--- config.mk ---
export PLATFORM = sky130hd
export DESIGN_NAME = dcm_ctrl
export DESIGN_NICKNAME = d
export VERILOG_FILES = /design/src/logic/dcm_pkg.sv /design/src/logic/dcm_ctrl.sv
export VERILOG_INCLUDE_DIRS = /design/src /design/src/logic
export SDC_FILE = /design/constraint.sdc
export NUM_CORES = 1
export LEC_CHECK = 0
export ABC_AREA = 0
export BUFFER_PORTS_ARGS = -buffer_cell sky130_fd_sc_hd__buf_2
export CAP_MARGIN = 10
export CORE_ASPECT_RATIO = 0.9
export CORE_MARGIN = 2
export CORE_UTILIZATION = 35
export DETAILED_ROUTE_END_ITERATION = 8
export PLACE_DENSITY = 0.6
export RECOVER_POWER = 25
export SKIP_LAST_GASP = 1
export SLEW_MARGIN = 10
export SYNTH_ARGS = -nofsm -noshare
export SYNTH_HDL_FRONTEND = slang
export SYNTH_SLANG_ARGS = --single-unit
--- constraint.sdc ---
create_clock -name clk_sys_i -period 10.72 [get_ports clk_sys_i]
set_input_delay 2.144 -clock clk_sys_i [delete_from_list [all_inputs] [get_ports clk_sys_i]]
set_output_delay 2.144 -clock clk_sys_i [all_outputs]
set_load 0.005 [all_outputs]
--- src/logic/dcm_params.svh ---
/*
  offsets, field positions, reset values and timing counts of the dac control block.
  assumes a 50 MHz system clock; included by the package and the control module.
*/
`ifndef DCM_PARAMS_SVH
`define DCM_PARAMS_SVH
// ==================================================================
// register offsets
`define DCM_ADDR_FMT 5'h00
`define DCM_ADDR_FSM 5'h01
`define DCM_ADDR_PWR 5'h02
`define DCM_ADDR_DEM 5'h03
`define DCM_ADDR_LAST 5'h03
// ==================================================================
// reset values
`define DCM_RST_FMT 8'h89
`define DCM_RST_FSM 8'h02
`define DCM_RST_PWR 8'h0F
`define DCM_RST_DEM 8'h00
// ==================================================================
// field positions
`define DCM_BIT_TRST 0
`define DCM_LSB_FMT 2
`define DCM_LSB_TDM 5
`define DCM_BIT_AUTO_CLOCK_DETECT 7
`define DCM_BIT_MUTE 0
`define DCM_LSB_DEMR 1
`define DCM_LSB_DFS 3
`define DCM_BIT_SLOW 5
`define DCM_BIT_REGISTER_INIT_BIT 7
// ==================================================================
// protocol constants
`define DCM_3W_HEAD 3'h7
`define DCM_3W_BITS 5'h10
`define DCM_I2C_ADDR 6'h09
`define DCM_DEM_OFF 2'h1
// ==================================================================
// timing
`define DCM_CLK_PERIOD_NS 20
`define DCM_ANALOG_DELAY_NS 20000
`define DCM_ANALOG_CYC ((`DCM_ANALOG_DELAY_NS + `DCM_CLK_PERIOD_NS - 1) / `DCM_CLK_PERIOD_NS)
`define DCM_WRITE_HOLD_MS 10
`define DCM_WRITE_HOLD_CYC ((`DCM_WRITE_HOLD_MS * 1000000) / `DCM_CLK_PERIOD_NS)
`define DCM_RAMP_FULL 13'h1000
`define DCM_STOP_SAMPLES 12'h800
`define DCM_DIG_WAIT_LR 10'h009
`define DCM_CP_NORMAL 10'h040
`define DCM_CP_DOUBLE 10'h080
`define DCM_CP_QUAD 10'h100
`define DCM_MCLK_STOP_CYC 8'h40
`define DCM_NORMAL_MIN_PER 13'h02BC
`define DCM_DOUBLE_MIN_PER 13'h015E
`endif

--- src/logic/dcm_pkg.sv ---
/*
  types of the dac control block: speeds, state machines, register bank and full state.
  assumes dcm_params.svh is on the include path.
*/
`default_nettype none
`include "dcm_params.svh"
package dcm_pkg;
  typedef enum logic [1:0] {SPD_NORMAL, SPD_DOUBLE, SPD_QUAD} dcm_speed_t;
  typedef enum logic [2:0] {I_IDLE, I_DEV, I_REG, I_DATA, I_SKIP} dcm_i2c_st_t;
  typedef enum logic [2:0] {PW_RESET, PW_ANALOG, PW_DIGITAL, PW_PUMP, PW_RUN} dcm_pw_st_t;
  typedef logic [3:0][7:0] dcm_regs_t;
  typedef struct packed {
    logic [2:0] cs_s;
    logic [2:0] ck_s;
    logic [2:0] di_s;
    logic [2:0] scl_s;
    logic [2:0] sda_s;
    logic [2:0] wc_s;
    logic [2:0] bc_s;
    logic [2:0] mc_s;
    logic [1:0] ser_s;
    logic [1:0] i2c_s;
    logic [1:0] sel_s;
    logic [2:0] par1;
    logic [2:0] par2;
    dcm_regs_t regs;
    logic [15:0] sh3;
    logic [4:0] n3;
    dcm_i2c_st_t ist;
    logic [3:0] ibit;
    logic [7:0] ish;
    logic iack;
    logic [4:0] ptr;
    logic sda_drv;
    logic [19:0] hold_cnt;
    logic wr_ok;
    logic [12:0] per_cnt;
    logic [12:0] per_meas;
    logic [12:0] tick_cnt;
    logic [11:0] wc_idle;
    logic [11:0] bc_idle;
    logic [7:0] mc_idle;
    dcm_speed_t speed;
    dcm_pw_st_t pst;
    logic [9:0] pcnt;
    logic [12:0] att;
    logic [7:0] dem;
  } dcm_state_t;
endpackage : dcm_pkg
`default_nettype wire

--- src/logic/dcm_ctrl.sv ---
/*
  control side of an eight-channel dac: write-only register bank over 3-wire or i2c,
  soft-mute ramp, de-emphasis selection, clock-stop reset and power-up sequencing.
  assumes all pins are asynchronous to clk_sys_i and the host waits before writing.
*/
`default_nettype none
`include "dcm_params.svh"
module dcm_ctrl
  import dcm_pkg::*;
#(
  parameter int WRITE_HOLD_CYC = `DCM_WRITE_HOLD_CYC
)(
  input wire logic clk_sys_i,
  input wire logic rst_i,
  input wire logic serial_mode_i,
  input wire logic i2c_mode_i,
  input wire logic bus_address_select_pin_i,
  input wire logic chip_select_n_i,
  input wire logic control_serial_clock_i,
  input wire logic control_serial_in_i,
  input wire logic scl_i,
  input wire logic sda_i,
  output logic sda_o,
  output logic sda_oe_n_o,
  input wire logic master_clock_i,
  input wire logic word_clock_i,
  input wire logic bit_clock_i,
  input wire logic par_soft_silence_i,
  input wire logic [1:0] par_deemph_rate_select_i,
  output logic [2:0] serial_format_select_o,
  output logic [1:0] multichannel_frame_select_o,
  output logic slow_rolloff_o,
  output logic [3:0] channel_power_bits_o,
  output logic [1:0] speed_o,
  output logic [7:0] deemph_mode_o,
  output logic [12:0] atten_level_o,
  output logic in_reset_o,
  output logic analog_up_o,
  output logic digital_up_o,
  output logic output_valid_o
);
  // ==================================================================
  // elaboration checks
  if (WRITE_HOLD_CYC < 1 || WRITE_HOLD_CYC > 1048575)
  begin : g_chk
    $error("WRITE_HOLD_CYC out of range");
  end

  // ==================================================================
  // helpers
  function automatic dcm_regs_t apply_write(input dcm_regs_t r, input logic [4:0] a,
                                            input logic [7:0] d);
    dcm_regs_t res;
    res = r;
    if (a == `DCM_ADDR_FSM && d[`DCM_BIT_REGISTER_INIT_BIT])
    begin
      res = {`DCM_RST_DEM, `DCM_RST_PWR, `DCM_RST_FSM, `DCM_RST_FMT};
    end
    else if (a <= `DCM_ADDR_LAST)
    begin
      res[a[1:0]] = d;
    end
    return res;
  endfunction

  dcm_state_t s_reg;
  dcm_state_t s_next;
  logic serial_on, i2c_on, trst, mute_req, wc_edge, bc_edge, mc_edge, tick;
  logic scl_rise, scl_fall, i2c_start, i2c_stop, wc_stop, bc_stop, mc_stop, clocks_ok;
  logic cs_rise, control_serial_clock_rise, i2c_store;
  logic [12:0] step;
  logic [9:0] cp_len;
  logic [1:0] dem_rate;
  dcm_speed_t spd_sel;

  assign serial_on = s_reg.ser_s[1];
  assign i2c_on = serial_on && s_reg.i2c_s[1];
  // parallel mode has no timing-reset pin, so timing runs freely there
  assign trst = serial_on ? s_reg.regs[0][`DCM_BIT_TRST] : 1'b1;
  assign mute_req = serial_on ? s_reg.regs[1][`DCM_BIT_MUTE] : s_reg.par2[2];
  assign dem_rate = serial_on ? s_reg.regs[1][`DCM_LSB_DEMR +: 2] : s_reg.par2[1:0];
  assign wc_edge = s_reg.wc_s[1] && !s_reg.wc_s[2];
  assign bc_edge = s_reg.bc_s[1] && !s_reg.bc_s[2];
  assign mc_edge = s_reg.mc_s[1] != s_reg.mc_s[2];
  assign tick = s_reg.tick_cnt >= s_reg.per_meas;
  assign wc_stop = s_reg.wc_idle > `DCM_STOP_SAMPLES;
  assign bc_stop = s_reg.bc_idle > `DCM_STOP_SAMPLES;
  assign mc_stop = s_reg.mc_idle >= `DCM_MCLK_STOP_CYC;
  assign clocks_ok = !wc_stop && !bc_stop && !mc_stop && trst;
  assign scl_rise = s_reg.scl_s[1] && !s_reg.scl_s[2];
  assign scl_fall = !s_reg.scl_s[1] && s_reg.scl_s[2];
  assign i2c_start = s_reg.scl_s[1] && s_reg.scl_s[2] && s_reg.sda_s[2] && !s_reg.sda_s[1];
  assign i2c_stop = s_reg.scl_s[1] && s_reg.scl_s[2] && !s_reg.sda_s[2] && s_reg.sda_s[1];
  assign cs_rise = s_reg.cs_s[1] && !s_reg.cs_s[2];
  assign control_serial_clock_rise = s_reg.ck_s[1] && !s_reg.ck_s[2];
  assign i2c_store = i2c_on && scl_fall && !s_reg.iack && s_reg.ibit == 4'h8
                     && s_reg.ist == I_DATA;

  // ==================================================================
  // speed selection
  always_comb
  begin
    if (!serial_on || s_reg.regs[0][`DCM_BIT_AUTO_CLOCK_DETECT])
    begin
      if (s_reg.per_meas >= `DCM_NORMAL_MIN_PER)
        spd_sel = SPD_NORMAL;
      else if (s_reg.per_meas >= `DCM_DOUBLE_MIN_PER)
        spd_sel = SPD_DOUBLE;
      else
        spd_sel = SPD_QUAD;
    end
    else
    begin
      case (s_reg.regs[1][`DCM_LSB_DFS +: 2])
        2'h1: spd_sel = SPD_DOUBLE;
        2'h2: spd_sel = SPD_QUAD;
        default: spd_sel = SPD_NORMAL;
      endcase
    end
    case (s_reg.speed)
      SPD_DOUBLE:
      begin
        step = 13'h0002;
        cp_len = `DCM_CP_DOUBLE;
      end
      SPD_QUAD:
      begin
        step = 13'h0001;
        cp_len = `DCM_CP_QUAD;
      end
      default:
      begin
        step = 13'h0004;
        cp_len = `DCM_CP_NORMAL;
      end
    endcase
  end

  // ==================================================================
  // next state
  always_comb
  begin
    s_next = s_reg;
    s_next.cs_s = {s_reg.cs_s[1:0], chip_select_n_i};
    s_next.ck_s = {s_reg.ck_s[1:0], control_serial_clock_i};
    s_next.di_s = {s_reg.di_s[1:0], control_serial_in_i};
    s_next.scl_s = {s_reg.scl_s[1:0], scl_i};
    s_next.sda_s = {s_reg.sda_s[1:0], sda_i};
    s_next.wc_s = {s_reg.wc_s[1:0], word_clock_i};
    s_next.bc_s = {s_reg.bc_s[1:0], bit_clock_i};
    s_next.mc_s = {s_reg.mc_s[1:0], master_clock_i};
    s_next.ser_s = {s_reg.ser_s[0], serial_mode_i};
    s_next.i2c_s = {s_reg.i2c_s[0], i2c_mode_i};
    s_next.sel_s = {s_reg.sel_s[0], bus_address_select_pin_i};
    s_next.par1 = {par_soft_silence_i, par_deemph_rate_select_i};
    s_next.par2 = s_reg.par1;
    s_next.speed = spd_sel;
    if (s_reg.hold_cnt >= 20'(WRITE_HOLD_CYC - 1))
      s_next.wr_ok = 1'b1;
    else
      s_next.hold_cnt = s_reg.hold_cnt + 20'h00001;

    // 3-wire port: only writes exist, nothing is ever shifted out
    if (!serial_on || i2c_on || s_reg.cs_s[1])
      s_next.n3 = 5'h00;
    else if (control_serial_clock_rise)
    begin
      s_next.sh3 = {s_reg.sh3[14:0], s_reg.di_s[1]};
      if (s_reg.n3 != 5'h1F)
        s_next.n3 = s_reg.n3 + 5'h01;
    end
    if (serial_on && !i2c_on && cs_rise && s_reg.wr_ok && s_reg.n3 == `DCM_3W_BITS
        && s_reg.sh3[15:13] == `DCM_3W_HEAD)
      s_next.regs = apply_write(s_reg.regs, s_reg.sh3[12:8], s_reg.sh3[7:0]);

    // i2c slave, write only; a read address gets no acknowledge
    if (!i2c_on || i2c_stop)
    begin
      s_next.ist = I_IDLE;
      s_next.sda_drv = 1'b0;
      s_next.iack = 1'b0;
    end
    else if (i2c_start)
    begin
      s_next.ist = I_DEV;
      s_next.ibit = 4'h0;
      s_next.iack = 1'b0;
      s_next.sda_drv = 1'b0;
    end
    else if (scl_rise && !s_reg.iack && s_reg.ist != I_IDLE && s_reg.ibit != 4'h8)
    begin
      s_next.ish = {s_reg.ish[6:0], s_reg.sda_s[1]};
      s_next.ibit = s_reg.ibit + 4'h1;
    end
    else if (scl_fall && s_reg.iack)
    begin
      s_next.sda_drv = 1'b0;
      s_next.iack = 1'b0;
      s_next.ibit = 4'h0;
    end
    else if (scl_fall && s_reg.ibit == 4'h8)
    begin
      s_next.ibit = 4'h0;
      case (s_reg.ist)
        I_DEV:
        begin
          if (s_reg.ish[7:1] == {`DCM_I2C_ADDR, s_reg.sel_s[1]} && !s_reg.ish[0]
              && s_reg.wr_ok)
          begin
            s_next.ist = I_REG;
            s_next.sda_drv = 1'b1;
            s_next.iack = 1'b1;
          end
          else
            s_next.ist = I_SKIP;
        end
        I_REG:
        begin
          s_next.ptr = s_reg.ish[4:0];
          s_next.ist = I_DATA;
          s_next.sda_drv = 1'b1;
          s_next.iack = 1'b1;
        end
        I_DATA:
        begin
          s_next.regs = apply_write(s_reg.regs, s_reg.ptr, s_reg.ish);
          s_next.ptr = (s_reg.ptr == `DCM_ADDR_LAST) ? 5'h00 : s_reg.ptr + 5'h01;
          s_next.sda_drv = 1'b1;
          s_next.iack = 1'b1;
        end
        default: s_next.ist = s_reg.ist;
      endcase
    end

    // clock supervision; word period is the unit of a sample period
    if (wc_edge)
    begin
      s_next.per_meas = s_reg.per_cnt;
      s_next.per_cnt = 13'h0000;
    end
    else if (s_reg.per_cnt != 13'h1FFF)
      s_next.per_cnt = s_reg.per_cnt + 13'h0001;
    s_next.tick_cnt = tick ? 13'h0000 : s_reg.tick_cnt + 13'h0001;
    if (wc_edge)
      s_next.wc_idle = 12'h000;
    else if (tick && !wc_stop)
      s_next.wc_idle = s_reg.wc_idle + 12'h001;
    if (bc_edge)
      s_next.bc_idle = 12'h000;
    else if (tick && !bc_stop)
      s_next.bc_idle = s_reg.bc_idle + 12'h001;
    if (mc_edge)
      s_next.mc_idle = 8'h00;
    else if (!mc_stop)
      s_next.mc_idle = s_reg.mc_idle + 8'h01;

    // power-up sequence
    if (!clocks_ok)
    begin
      s_next.pst = PW_RESET;
      s_next.pcnt = 10'h000;
    end
    else
    begin
      case (s_reg.pst)
        PW_RESET:
        begin
          s_next.pst = PW_ANALOG;
          s_next.pcnt = 10'h000;
        end
        PW_ANALOG:
        begin
          if (s_reg.pcnt >= 10'(`DCM_ANALOG_CYC - 1))
          begin
            s_next.pst = PW_DIGITAL;
            s_next.pcnt = 10'h000;
          end
          else
            s_next.pcnt = s_reg.pcnt + 10'h001;
        end
        PW_DIGITAL:
        begin
          if (wc_edge && s_reg.pcnt >= `DCM_DIG_WAIT_LR - 10'h001)
          begin
            s_next.pst = PW_PUMP;
            s_next.pcnt = 10'h000;
          end
          else if (wc_edge)
            s_next.pcnt = s_reg.pcnt + 10'h001;
        end
        PW_PUMP:
        begin
          if (wc_edge && s_reg.pcnt >= cp_len - 10'h001)
            s_next.pst = PW_RUN;
          else if (wc_edge)
            s_next.pcnt = s_reg.pcnt + 10'h001;
        end
        default: s_next.pst = s_reg.pst;
      endcase
    end

    // soft mute ramp, one step per frame; reversal keeps the position
    if (!trst)
      s_next.att = 13'h0000;
    else if (wc_edge && mute_req)
      s_next.att = (s_reg.att >= `DCM_RAMP_FULL - step) ? `DCM_RAMP_FULL
                   : s_reg.att + step;
    else if (wc_edge)
      s_next.att = (s_reg.att > step) ? s_reg.att - step : 13'h0000;

    for (int i = 0; i < 4; i++)
    begin
      if (s_reg.speed != SPD_NORMAL || (serial_on && !s_reg.regs[3][3 - i]))
        s_next.dem[2 * i +: 2] = `DCM_DEM_OFF;
      else
        s_next.dem[2 * i +: 2] = dem_rate;
    end
  end

  // ==================================================================
  // state register
  always_ff @(posedge clk_sys_i or posedge rst_i)
  begin
    if (rst_i)
    begin
      s_reg <= '0;
      s_reg.regs <= {`DCM_RST_DEM, `DCM_RST_PWR, `DCM_RST_FSM, `DCM_RST_FMT};
      s_reg.per_meas <= 13'h1FFF;
      s_reg.dem <= 8'h55;
    end
    else
      s_reg <= s_next;
  end

  // ==================================================================
  // outputs; no read path exists on either port
  assign sda_o = 1'b0;
  assign sda_oe_n_o = !s_reg.sda_drv;
  assign serial_format_select_o = s_reg.regs[0][`DCM_LSB_FMT +: 3];
  assign multichannel_frame_select_o = s_reg.regs[0][`DCM_LSB_TDM +: 2];
  assign slow_rolloff_o = s_reg.regs[1][`DCM_BIT_SLOW];
  assign channel_power_bits_o = s_reg.regs[2][3:0];
  assign speed_o = s_reg.speed;
  assign deemph_mode_o = s_reg.dem;
  assign atten_level_o = s_reg.att;
  assign in_reset_o = s_reg.pst == PW_RESET;
  assign analog_up_o = s_reg.pst != PW_RESET && s_reg.pst != PW_ANALOG;
  assign digital_up_o = s_reg.pst == PW_PUMP || s_reg.pst == PW_RUN;
  assign output_valid_o = s_reg.pst == PW_RUN;
endmodule : dcm_ctrl
`default_nettype wire

======== Word level (Yosys, flattened, before mapping) ========
Cells that the tools add are included.
operators by class
  add/sub/neg operators ................... 14
  magnitude comparators ................... 18
  equality and inequality tests ........... 34
  mux-type cells .......................... 79
  bitwise operators ....................... 5
  reductions and logical operators ........ 95
operators by type and width
  kind                                                    count
  2-to-1 mux 32 bit                                       11
  2-to-1 mux 13 bit                                       9
  bitwise mux 32 bit                                      2
  2-to-1 mux 12 bit                                       4
  logical AND 1 bit                                       41
  2-to-1 mux 10 bit                                       4
  case mux 10 bit (4 select lines)                        1
  demux 8 bit (select 2 bit)                              2
  2-to-1 mux 8 bit                                        4
  2-to-1 mux 7 bit                                        4
  adder 13 x 1 -> 13 bit (second input constant)          2
  >= comparator 13 bit                                    2
  2-to-1 mux 5 bit                                        5
  adder 12 x 1 -> 12 bit (second input constant)          2
  greater-than comparator 12 bit (second input constant)  2
  2-to-1 mux 3 bit                                        7
  adder 20 x 1 -> 20 bit (second input constant)          1
  >= comparator 20 x 19 -> 1 bit (second input constant)  1
  logical NOT 1 bit                                       20
  != test 3 bit (second input constant)                   6
  case mux 9 bit (2 select lines)                         1
  2-to-1 mux 2 bit                                        8
  nonzero test 2 bit                                      7
  adder 13 bit                                            1
  53 further kinds                                        98
word-level totals
  register bits ........................... 238
  bits of input ports ..................... 16
  output and inout bits ................... 39
  word-level logic and storage cells ...... 283

======== Longest topological paths before layout ========
  depth after elaboration ................. 14
  gate-level depth with buffers ........... 11
  mapped depth without buffers ............ 11

======== Least setup slack after synthesis ========
OpenSTA, ideal clock, no wires.
  kind .................................... reg2out
  from .................................... register s_reg[32] (netlist bit)
  to ...................................... output in_reset_o
  arrival ................................. 0.923 ns
  data required time ...................... 8.576 ns
  setup slack ............................. 7.653 ns
  stages on the path, launching flop included .. 4
  buffers on the path ..................... 1
  cells stage by stage .................... dfrtp_1 > clkbuf_1 > or2_2 > nor2_1
between the ends
  word-level cells in the longest chain between the ends .. 1
RTL lines
  element                   RTL line         source
  start: declaration        dcm_ctrl.sv:66   dcm_state_t s_reg;
  start signal: assignment  dcm_ctrl.sv:332  s_reg <= s_next;
  logical NOT 3 bit         dcm_ctrl.sv:346  assign in_reset_o = s_reg.pst == PW_RESET;
  end: declaration          dcm_ctrl.sv:37   output logic in_reset_o,
Every way passes these cells.

======== Worst setup path in the final report ========
  from .................................... register s_reg, in the netlist s_next[223]
  to ...................................... register s_reg, in the netlist atten_level_o[10]
between the ends
  word-level cells in the longest chain between the ends .. 4
  elaborated cells on any way between the ends .. 5
  those cells by class .................... eq/ne: 1; mux: 2; reduce/logical: 2
RTL lines
  element                RTL line         source
  logical AND 1 bit (*)  dcm_ctrl.sv:82   assign wc_edge = s_reg.wc_s[1] && !s_reg.wc_s[2];
  logical AND 1 bit      dcm_ctrl.sv:305  else if (wc_edge && mute_req)
  2-to-1 mux 13 bit      dcm_ctrl.sv:305
  2-to-1 mux 13 bit      dcm_ctrl.sv:303  if (!trst)
Every way passes the cells marked *; elsewhere a longest branch is shown, timed or not.
A chain may end at the register's enable or synchronous reset.

==> results.ini <==
[outcome]
status=complete, but fails checks
violations=max-capacitance violations, max-slew violations

[floorplan]
ios=55
die_x_um=198
rows=63
die_y_um=178
core_region_area_um2=33100
die_area_um2=35200
initial_core_util_pct=35.7

[clock_tree]
clock_latency_ns=0.54
post_cts_buffers=0
cts.sinks=226
cts_hold_buf=0
clk_pin_slew_worst_paths_ns=0.06
clockBufferDepth=3
cts_resized=0
root_buffer=clkbuf_16
cts_max_level=1
numCtsBuffers=25
cts_tree=yes

[route]
postRouteAntennaNets=0
routed_wl_um=25900
drc=0
drtIter0Drc=578
routedWlPerCell_um=15.7
drt_first_pass_iters=5
vias=8781
viasPerCell=5.33

[final_layout]
largest_register_ffs=171
area_delta_synth_final_pct=11.4
drive_gt1_share_pct=13.1
fin_util_pct=39.8
instances_no_fill=1647
final_nets=1270
antenna_cells=0

[global_routing]
grt_max_degree=152
grt_use_total_pct=15.2
grt_first_pass_wirelength_um=44400
gr-total-overflow=0
grt_pass1_vias=8527
antenna_found_initial=0

[sta]
worst_pin_slew_ns=2.01
fin_skew_ns=0.0191
fin_setup_tns_ns=0
setup_violations=0
grt_setup_unrepaired=no
clock.fmax_ghz=0.225
min_period_ns=4.45
finalCritPeriodShare_pct=41.5
finalHoldViolations=0
maxSlewViolCount=49
max_slew_margin_pct=-34.0

[yosys]
synthTopCellsByCount=201 x dfrtp_1, 115 x nand2_1, 79 x nor2_1
synth_top_area_cell=dfrtp_1
synthFlopType=dfrtp_1
syn_inst=1197
yosys_warnings=0
syn_area_um2=11800
ys_ff_latch=226
synth_top_area_share_pct=42.6
yosysSeqAreaShare_pct=48.2
postSynth.asyncResetShare_pct=100
syn-mean-instance-area_um2=9.87
synth_edf_count=0
synthTopCellsByArea=dfrtp_1 43%, dfstp_2 5.6%, ha_1 4.9%, nand2_1 3.7%, o21ai_0 2.7%
synth.distinct_cells=77
synth_most_common_cell=dfrtp_1

[setup_path]
cp-start-kind=flop
worstPathRequired_ns=11.19
endpoint_kind=flop
critical_path.max_fanout=48
cp_data_arrival_time_ns=4.92
crit_type=flop to flop

[placed_design]
dp_hpwl_um=17800
gp_congestion=0.878
dp_cells=1601
io_buffers=53

[power]
peakVddDrop_mv=0.109
power_leakage_nw=5.84
power_density_nw_per_um2=180

[worst_hold_path]
hold_path.class=flop to flop

[flow_run]
maxCapViolCount=1

[path summary, 6_finish.rpt]
path                                                      end  cells past startpoint  slack, ns                  start
worst max-delay path            atten_level_o[10]$_DFFE_PP0P_                      7       6.27  s_next[223]$_DFF_PP0_
worst min-delay path                     s_reg[204]$_DFF_PP0_                      0       0.34  s_next[204]$_DFF_PP0_
worst max register to register  atten_level_o[10]$_DFFE_PP0P_                      7       6.27  s_next[223]$_DFF_PP0_
worst min register to register           s_reg[204]$_DFF_PP0_                      0       0.34  s_next[204]$_DFF_PP0_
max in group asynchronous               s_reg[45]$_DFFE_PP0P_                      3       7.28                  rst_i
min in group asynchronous               s_next[216]$_DFF_PP0_                      2       1.86                  rst_i
[metal layers]
| layer | GRT usage [%] | share of wire, % |
|---|---|---|
| met1 | 21.9 | 50 |
| met2 | 24.0 | 45 |
| met3 | 2.00 | 3.0 |
| met4 | 4.04 | 2.3 |
| met5 | 0 | 0 |
[critical path: stages (launching register included)]
cell and delay [ns]:
dfrtp_1 0.36, nor2b_2 0.14, clkbuf_1 1.43, nand2b_1 0.68, a311oi_1 0.82, a21oi_2 0.34, o311ai_0 0.42, o21a_1 0.17
[cells in the final DEF (no fill, tap or decap), types with 21 or more instances in the layout]
cell type,count
xnor2_1,21
buf_2,51
o31ai_1,26
dfrtp_1,201
nand2_1,115
xor2_1,29
ha_1,46
clkbuf_16,25
o21ai_0,64
inv_1,56
nand4_1,26
nor3_1,29
nor2_1,79
a21oi_1,52
dfstp_2,25
nand3_1,49
[stage by stage]
step | power [W] | setup slack (ns) | hold WS (ns) | cell area (µm²)
global route | 0.00251 | 5.89 | 0.358 | 13200
floorplan | 0.00134 | 2.43 | 0.331 | 11800
finish | 0.00237 | 6.27 | 0.345 | 13200
global placement | 0.00143 | 6.61 | 0.333 | 12200
CTS | 0.00240 | 6.92 | 0.348 | 13200
detailed placement | 0.00144 | 6.61 | 0.335 | 12200
[cell type report]
class / instances / area, µm²
inverter: 57 / 221
multi-input combinational: 838 / 5500
timing repair buffer: 58 / 297
clock inverter: 13 / 211
fill: 3234 / 19900
tap: 422 / 528
clock buffer: 33 / 716
sequential: 226 / 5690
[logic make-up (layout without fill, tap and decap cells)]
group	count (synthesis)	count (layout)	synth area share (%)
simple gates	430	430	19.0
flops	226	226	48.2
fa+ha+maj	48	48	5.21
mux	31	31	2.82
other cells	2	3	0.0636
buf+inv	134	161	5.33
compound gates	276	276	15.8
xor+xnor	50	50	3.71
[report_power, final]
part	total, W	leakage (nW)	switching, W	internal [W]
clock network	0.000953	0.458	0.000360	0.000593
registers	0.000994	2.94	0.0000786	0.000915
logic	0.000426	2.44	0.000273	0.000153
total	0.00237	5.84	0.000712	0.00166
No activity file was read; power rests on OpenSTA's default activity.
